`src/rtl/pcc_defines.svh`:
```
// Offsets, field positions, reset values and counts of the channel control registers
`ifndef PCC_DEFINES_SVH
`define PCC_DEFINES_SVH

`define PCC_NCH            7
`define PCC_ADDR_W         10
`define PCC_CNT_W          10

`define PCC_OFF_DISABLE    10'h008
`define PCC_OFF_STATE      10'h00C
`define PCC_OFF_IRQ_SET    10'h010
`define PCC_OFF_IRQ_CLR    10'h014
`define PCC_OFF_IRQ_MASK   10'h018
`define PCC_OFF_FLAGS      10'h01C
`define PCC_OFF_MODE_BASE  10'h200

`define PCC_MODE_HI        2'h2
`define PCC_MODE_LO        5'h00

`define PCC_BIT_ALIGN      8
`define PCC_BIT_POL        9
`define PCC_BIT_UPD        10
`define PCC_PRE_HI         3
`define PCC_PRE_LO         0

`define PCC_PRE_DIV_MAX    4'hA
`define PCC_PRE_CLK_A      4'hB
`define PCC_PRE_CLK_B      4'hC

`define PCC_RST_CHAN       7'h00
`define PCC_RST_MASK       7'h00
`define PCC_RST_FLAGS      7'h00
`define PCC_RST_MODE       7'h00
`define PCC_RST_WORD       32'h0000_0000

`endif

```
`src/rtl/pcc_pkg.sv`:
```
// Types of the channel control registers
`default_nettype none
`include "pcc_defines.svh"

package pcc_pkg;

  typedef struct packed {
    logic       update_target;
    logic       output_polarity;
    logic       period_alignment;
    logic [3:0] channel_prescale;
  } pcc_mode_type;

  typedef struct packed {
    logic [`PCC_NCH-1:0]   chan_en;
    logic [`PCC_NCH-1:0]   mask;
    logic [`PCC_NCH-1:0]   flags;
    pcc_mode_type [`PCC_NCH-1:0] mode;
    logic [`PCC_CNT_W-1:0] pre_cnt;
    logic [31:0]           rdata;
  } pcc_state_type;

endpackage : pcc_pkg

`default_nettype wire

```
`src/rtl/pcc_channel_regs.sv`:
```
// Channel control registers of the seven-channel pulse width modulation controller
//
// Function
// - Disable write ones stop channels not enable-strobed that cycle, zeros ignored
// - State register shows enabled channels, bits 6-0
// - Enable-set write ones set mask bits
// - Enable-clear write ones clear mask bits
// - Mask view reads mask, resets zero
// - Period end sets channel status flag
// - Flags read clears them, coincident events kept
// - Prescale code picks counter clock source
// - Alignment bit: left or center aligned
// - Polarity bit: period starts low or high
// - Update target bit: duty or period
// - Interrupt high while flagged and unmasked
//
// The strobed register port was left to the implementer.
`default_nettype none
`include "pcc_defines.svh"

module pcc_channel_regs (
  // Clock and reset
  input  wire logic                   clk_sys_i,
  input  wire logic                   rst_i,
  // Register port
  input  wire logic [`PCC_ADDR_W-1:0] addr_i,
  input  wire logic [31:0]            wr_data_i,
  input  wire logic                   wr_i,
  input  wire logic                   rd_i,
  output logic      [31:0]            rd_data_o,
  // Channel side
  input  wire logic [`PCC_NCH-1:0]    chan_enable_set_i,
  input  wire logic [`PCC_NCH-1:0]    period_end_i,
  input  wire logic                   divider_a_tick_i,
  input  wire logic                   divider_b_tick_i,
  output logic      [`PCC_NCH-1:0]    chan_enable_o,
  output logic      [`PCC_NCH-1:0]    cnt_tick_o,
  output logic      [`PCC_NCH-1:0]    period_alignment_o,
  output logic      [`PCC_NCH-1:0]    output_polarity_o,
  output logic      [`PCC_NCH-1:0]    update_target_o,
  // Interrupt
  output logic                        irq_o
);

  pcc_pkg::pcc_state_type st_ff;
  pcc_pkg::pcc_state_type nxt_st;

  // True when the address selects the mode register of channel ch
  function automatic logic pcc_mode_hit(input logic [`PCC_ADDR_W-1:0] a,
                                        input int unsigned            ch);
    pcc_mode_hit = (a[9:8] == `PCC_MODE_HI) && (a[4:0] == `PCC_MODE_LO) &&
                   (32'(a[7:5]) == ch);
  endfunction : pcc_mode_hit

  // Counter clock strobe for one prescale code
  function automatic logic pcc_tick(input logic [3:0]            code,
                                    input logic [`PCC_CNT_W-1:0] cnt,
                                    input logic                  tick_a,
                                    input logic                  tick_b);
    logic [`PCC_CNT_W-1:0] low;
    low = ~(10'h3FF << code);
    if (code <= `PCC_PRE_DIV_MAX) begin
      pcc_tick = &(cnt | ~low);
    end else if (code == `PCC_PRE_CLK_A) begin
      pcc_tick = tick_a;
    end else if (code == `PCC_PRE_CLK_B) begin
      pcc_tick = tick_b;
    end else begin
      // Reserved codes leave the counter stopped
      pcc_tick = 1'b0;
    end
  endfunction : pcc_tick

  logic wr_disable;
  logic wr_irq_set;
  logic wr_irq_clr;
  logic rd_flags;

  assign wr_disable = wr_i && (addr_i == `PCC_OFF_DISABLE);
  assign wr_irq_set = wr_i && (addr_i == `PCC_OFF_IRQ_SET);
  assign wr_irq_clr = wr_i && (addr_i == `PCC_OFF_IRQ_CLR);
  assign rd_flags   = rd_i && (addr_i == `PCC_OFF_FLAGS);

  always_comb begin
    nxt_st         = st_ff;
    nxt_st.rdata   = `PCC_RST_WORD;
    nxt_st.pre_cnt = st_ff.pre_cnt + 10'h001;

    // One vector operation per access moves every selected channel at once
    if (wr_disable) begin
      nxt_st.chan_en = st_ff.chan_en & ~wr_data_i[`PCC_NCH-1:0];
    end
    // Enable strobe from the channel side wins over a coincident disable
    nxt_st.chan_en = nxt_st.chan_en | chan_enable_set_i;

    if (wr_irq_set) begin
      nxt_st.mask = st_ff.mask | wr_data_i[`PCC_NCH-1:0];
    end
    if (wr_irq_clr) begin
      nxt_st.mask = st_ff.mask & ~wr_data_i[`PCC_NCH-1:0];
    end

    // Clear first, then set, so an event landing on the read survives
    if (rd_flags) begin
      nxt_st.flags = `PCC_RST_FLAGS;
    end
    nxt_st.flags = nxt_st.flags | period_end_i;

    for (int i = 0; i < `PCC_NCH; i++) begin
      if (wr_i && pcc_mode_hit(addr_i, i)) begin
        nxt_st.mode[i].channel_prescale = wr_data_i[`PCC_PRE_HI:`PCC_PRE_LO];
        nxt_st.mode[i].update_target    = wr_data_i[`PCC_BIT_UPD];
        // Shape bits only move while the channel is stopped
        if (!st_ff.chan_en[i]) begin
          nxt_st.mode[i].period_alignment = wr_data_i[`PCC_BIT_ALIGN];
          nxt_st.mode[i].output_polarity  = wr_data_i[`PCC_BIT_POL];
        end
      end
    end

    // Write-only and unmapped addresses read back zero
    if (rd_i) begin
      case (addr_i)
        `PCC_OFF_STATE: begin
          nxt_st.rdata = {25'h000_0000, st_ff.chan_en};
        end
        `PCC_OFF_IRQ_MASK: begin
          nxt_st.rdata = {25'h000_0000, st_ff.mask};
        end
        `PCC_OFF_FLAGS: begin
          nxt_st.rdata = {25'h000_0000, st_ff.flags};
        end
        default: begin
          for (int i = 0; i < `PCC_NCH; i++) begin
            if (pcc_mode_hit(addr_i, i)) begin
              nxt_st.rdata = {21'h00_0000,
                              st_ff.mode[i].update_target,
                              st_ff.mode[i].output_polarity,
                              st_ff.mode[i].period_alignment,
                              4'h0,
                              st_ff.mode[i].channel_prescale};
            end
          end
        end
      endcase
    end
  end

  always_ff @(posedge clk_sys_i or posedge rst_i) begin
    if (rst_i) begin
      st_ff.chan_en <= `PCC_RST_CHAN;
      st_ff.mask    <= `PCC_RST_MASK;
      st_ff.flags   <= `PCC_RST_FLAGS;
      st_ff.mode    <= '0;
      st_ff.pre_cnt <= '0;
      st_ff.rdata   <= `PCC_RST_WORD;
    end else begin
      st_ff <= nxt_st;
    end
  end

  assign rd_data_o     = st_ff.rdata;
  assign chan_enable_o = st_ff.chan_en;
  assign irq_o         = |(st_ff.flags & st_ff.mask);

  generate
    for (genvar g = 0; g < `PCC_NCH; g++) begin : g_chan
      assign period_alignment_o[g] = st_ff.mode[g].period_alignment;
      assign output_polarity_o[g]  = st_ff.mode[g].output_polarity;
      assign update_target_o[g]    = st_ff.mode[g].update_target;
      assign cnt_tick_o[g]         = pcc_tick(st_ff.mode[g].channel_prescale,
                                              st_ff.pre_cnt,
                                              divider_a_tick_i,
                                              divider_b_tick_i);
    end
  endgenerate
endmodule : pcc_channel_regs

`default_nettype wire

```
`config.mk`:
```
export PLATFORM = sky130hd
export DESIGN_NAME = pcc_channel_regs
export DESIGN_NICKNAME = d
export VERILOG_FILES = /design/src/rtl/pcc_pkg.sv /design/src/rtl/pcc_channel_regs.sv
export VERILOG_INCLUDE_DIRS = /design/src /design/src/rtl
export SDC_FILE = /design/constraint.sdc
export NUM_CORES = 1
export LEC_CHECK = 0
export CORE_MARGIN = 1.5
export CORE_UTILIZATION = 60
export CTS_CLUSTER_SIZE = 20
export DETAILED_ROUTE_END_ITERATION = 10
export DONT_BUFFER_PORTS = 1
export PLACE_DENSITY = 0.82
export SKIP_LAST_GASP = 1
export SLEW_MARGIN = 0
export SYNTH_ARGS = -nofsm -noshare
export SYNTH_HDL_FRONTEND = slang
export SYNTH_SLANG_ARGS = --single-unit
```
`constraint.sdc`:
```
create_clock -name clk_sys_i -period 3.2 [get_ports clk_sys_i]
set_input_delay 0.48 -clock clk_sys_i [delete_from_list [all_inputs] [get_ports clk_sys_i]]
set_output_delay 0.48 -clock clk_sys_i [all_outputs]
set_load 0.05 [all_outputs]
```
==> results.txt <==
The number of DRC violations after detailed routing is 0, and the cell depth of the worst flop-to-flop path is 4. Relative to the synthesized area, the layout overhead comes to -1.052%. The count of max-cap constraint violations was 0. In the final design database the tool counted 562 nets.

The run finished with clean final reports. The row count came out at 34. After clock tree synthesis, the repair step resized 0 gates.

For this run, asynchronously set or reset flops after synthesis account for 100.0%. For the finished layout, the period the worst path requires is 2915 ps. The actual slew at the worst max-slew pin is 813.5 ps, and the fraction of layout cells with a size suffix above 1 is 18.09%.

Of all cell types, the one taking the most synthesized area is dfrtp_1. A synthesized cell averages 10.03 um^2. In this run the cell area measured after placement is 5202 um^2. For this run, the total global-route usage over all layers was measured as 28.42%.

Yosys printed 0 warnings. The floorplan core area came out at 8763 um^2. Input and output buffers added on the ports amount to 0. Initial antenna violation count: 0. The later pin in the worst-skew pair is clocked with a latency of 370 ps. The number of violations reported at the end of detailed-routing iteration 0 was 387; the clock transition at the register clock pins on the worst setup and hold paths after CTS was 90 ps. The clock tree synthesis step divided the H-tree into 3 levels.

On the final layout, the worst hold slack is 107.8 ps. Setup total negative slack on the finished layout was measured at 0 ps. Routability-driven placement finished with a final weighted congestion of 0.9545.

The number of filler instances in the final layout was 693. The critical path is of the register to primary output type. The half-perimeter wire length after placement was 9.762 mm; the initial core utilization was 62.46%. The synthesized design devotes to its leading area cell type 41.14% of total area. After layout, the worst path uses 91.11% of the clock period. dfrtp_1 is the most common cell in the netlist. The run gives 0 as the number of routed nets with antenna violations. The switching power as a share of total power was 25.68%; the die extent in y was 98.52 um. In this run, post-CTS hold repair placed 0 buffers.

The first global-routing pass estimated 21.48 mm of wire. After synthesis, flip-flops and latches occupy 41.14% of the total area. Data on the critical path is required at its endpoint by 2720 ps. For this design the static power due to leakage is 0.002363 uW. The number of top-level pins was 130; the average wire length per cell after detail routing was 22.08 um. In this run the post-CTS setup repair buffer count came out at 0. The clock arrives with 8.934 ps of skew. The final count of negative-setup-slack endpoints is 0. The clock net in this run drives a total of 90 sinks.

In this run the critical register-to-register path is captured at st_ff[41]$_DFF_PP0_. The die covers 9705 um^2. The final-report max-slew violation count is 0, and the area of the mapped netlist is 5474 um^2. With fillers left out, the area of the finished cells amounts to 5416 um^2. Headroom to the max-slew limit came out at 45.70%. For the maximum count of clock buffers along a single path, the log shows 2. Number of iterations in the first detailed-routing pass: 5. The largest net degree at the start of global routing is 49, and the die extent in x is 98.52 um. The critical-path maximum fanout is 10, and the count of flip-flops with a built-in enable after synthesis is 0. In this run, the clock network consumes 39.2% of the power.

Counting every instance in the synthesized netlist gives 546. After synthesis the netlist holds a flip-flop and latch count of 90. Across the VDD grid, the largest voltage drop is 0.0002980 V. The tools report the number of global-route vias before repair as 4036. Sorting the synthesized cells by how often they occur yields dfrtp_1, buf_4, mux2_2. The switching component of the power was 562.3 uW.

In this run the critical register-to-register path is launched from st_ff[32]$_DFF_PP0_. The repair_antennas step left the layout with diodes totalling 0. Critical path endpoint category: a primary output. Top flip-flop cell by instance count after synthesis: dfrtp_1. The logs give 9 for the number of clock buffers inserted by TritonCTS and 13.49 mm for the total wire length. The run gives 2440 ps as the data arrival time at the worst-slack endpoint. The tools report the startpoint type of the worst setup path as a register. The count of final hold-check violations was 0. The cell at the root of the clock tree is clkbuf_8. The run gives 1627 uW as the internal power consumption. The share of total power dissipated in sequential elements is 53.1%.

Once layout is complete, the utilization of the core stands at 61.81%. Setup repair after global routing left no endpoint under its margin. The run gives 0 as the final global-route overflow total. Via count of the routed design: 4141. TritonCTS built the clock tree. The register-to-register setup slack is 1480 ps. The number of vias per cell after detailed routing is 6.777, and the fraction of power consumed by combinational cells is 7.6%. Timing would allow up to 0.3430 GHz. Path category of the worst min-delay check: primary input to asynchronous set/reset pin. The power per cell area came out at 404.2 nW/um^2. In the post-synthesis netlist, the biggest area contributors are dfrtp_1, mux2_2, buf_4.

The count of different cell masters after synthesis was 69.
==> sequential cells by signal (all words and copies together), names as in the netlist, named ones only <==
name,cells
update_target_o,7
chan_enable_o,7
st_ff,45
rd_data_o,10
output_polarity_o,7
period_alignment_o,7
==> worst max-delay path, cell delays in order (launching register included) <==
cell and delay (ps):
dfrtp_1 560, nand4_1 410, nor2_1 390, a31o_2 210, a32o_1 510
==> final cells by class <==
cell class	instances	area (um^2)	share of cell area (%)
multi-input cells	370	2675	49.39
well taps	108	135.1	2.495
inverters	19	72.57	1.340
repair buffers	9	67.56	1.247
clock inverters	6	90.09	1.663
clock buffers	9	123.9	2.287
flip-flops and latches	90	2252	41.58
==> routing by layer <==
| layer | global-route usage [%] | wire length [um] | up-vias | part of all wire (%) |
|---|---|---|---|---|
| met2 | 42.89 | 6172 | 256 | 46 |
| met1 | 38.96 | 5601 | 2046 | 42 |
| met5 | 0 | 0 | - | 0 |
| met3 | 8.936 | 1315 | 36 | 9.7 |
| met4 | 10.18 | 398 | 0 | 3.0 |
| li1 | - | - | 1803 | - |
==> power by group through the flow <==
stage	sequential [uW]	clock, uW	combinational (uW)
finish	1160	859	167
CTS	1160	865	168
detailed placement	1190	0	167
floorplan	1170	0	195
global route	1170	904	181
global placement	1180	0	163
==> placed cells by master (no fill, tap or decap), types with 3 or more instances in the layout <==
cell type,Yosys,layout
mux2i_1,13,13
nor2_1,29,29
a21o_1,16,16
nand4_1,13,13
a32oi_1,5,5
a22o_1,4,4
xor2_1,4,4
o22ai_1,4,4
nand3_1,13,13
nand2b_1,8,8
mux2_2,53,53
buf_4,60,9
a22oi_1,11,11
inv_1,19,18
conb_1,1,22
a41oi_1,3,3
o21ai_0,28,26
mux4_1,3,3
nand2_1,37,37
clkbuf_8,0,9
a31oi_1,4,4
nor3_1,8,8
a21boi_0,5,5
a21oi_1,6,6
nor2b_1,20,20
xnor2_1,4,4
dfrtp_1,90,90
==> worst max-delay path by stage <==
| stage | startpoint | slack, ps | end | cells past startpoint |
|---|---|---|---|---|
| after detailed placement | st_ff[32]$_DFF_PP0_ | 700 | cnt_tick_o[1] | 4 |
| after CTS | st_ff[34]$_DFF_PP0_ | 290 | cnt_tick_o[1] | 4 |
| after global routing | st_ff[32]$_DFF_PP0_ | 150 | cnt_tick_o[1] | 4 |
| after global placement | st_ff[32]$_DFF_PP0_ | 700 | cnt_tick_o[1] | 4 |
| after floorplan | st_ff[34]$_DFF_PP0_ | 210 | cnt_tick_o[5] | 5 |
| final | st_ff[32]$_DFF_PP0_ | 280 | cnt_tick_o[1] | 4 |
==> per-stage QoR <==
stage	setup slack, ps	std cells	power (uW)
2_1_floorplan	206.0	567	1369
3_3_place_gp	696.0	596	1348
3_5_place_dp	699.9	596	1353
4_1_cts	289.5	611	2195
5_1_grt	154.2	611	2250
6_report	284.6	611	2189
==> kinds of logic (layout without fill, tap and decap cells) <==
family | Yosys count | after routing | synth area share (%)
compound gates | 112 | 112 | 14.63
xor+xnor | 8 | 8 | 1.280
fa+ha+maj | 1 | 1 | 0.2285
buf+inv | 107 | 43 | 11.66
flops | 90 | 90 | 41.14
mux | 71 | 71 | 15.54
other cells | 1 | 22 | 0.06851
simple gates | 156 | 156 | 15.45
No activity file was read; power rests on OpenSTA's default activity.
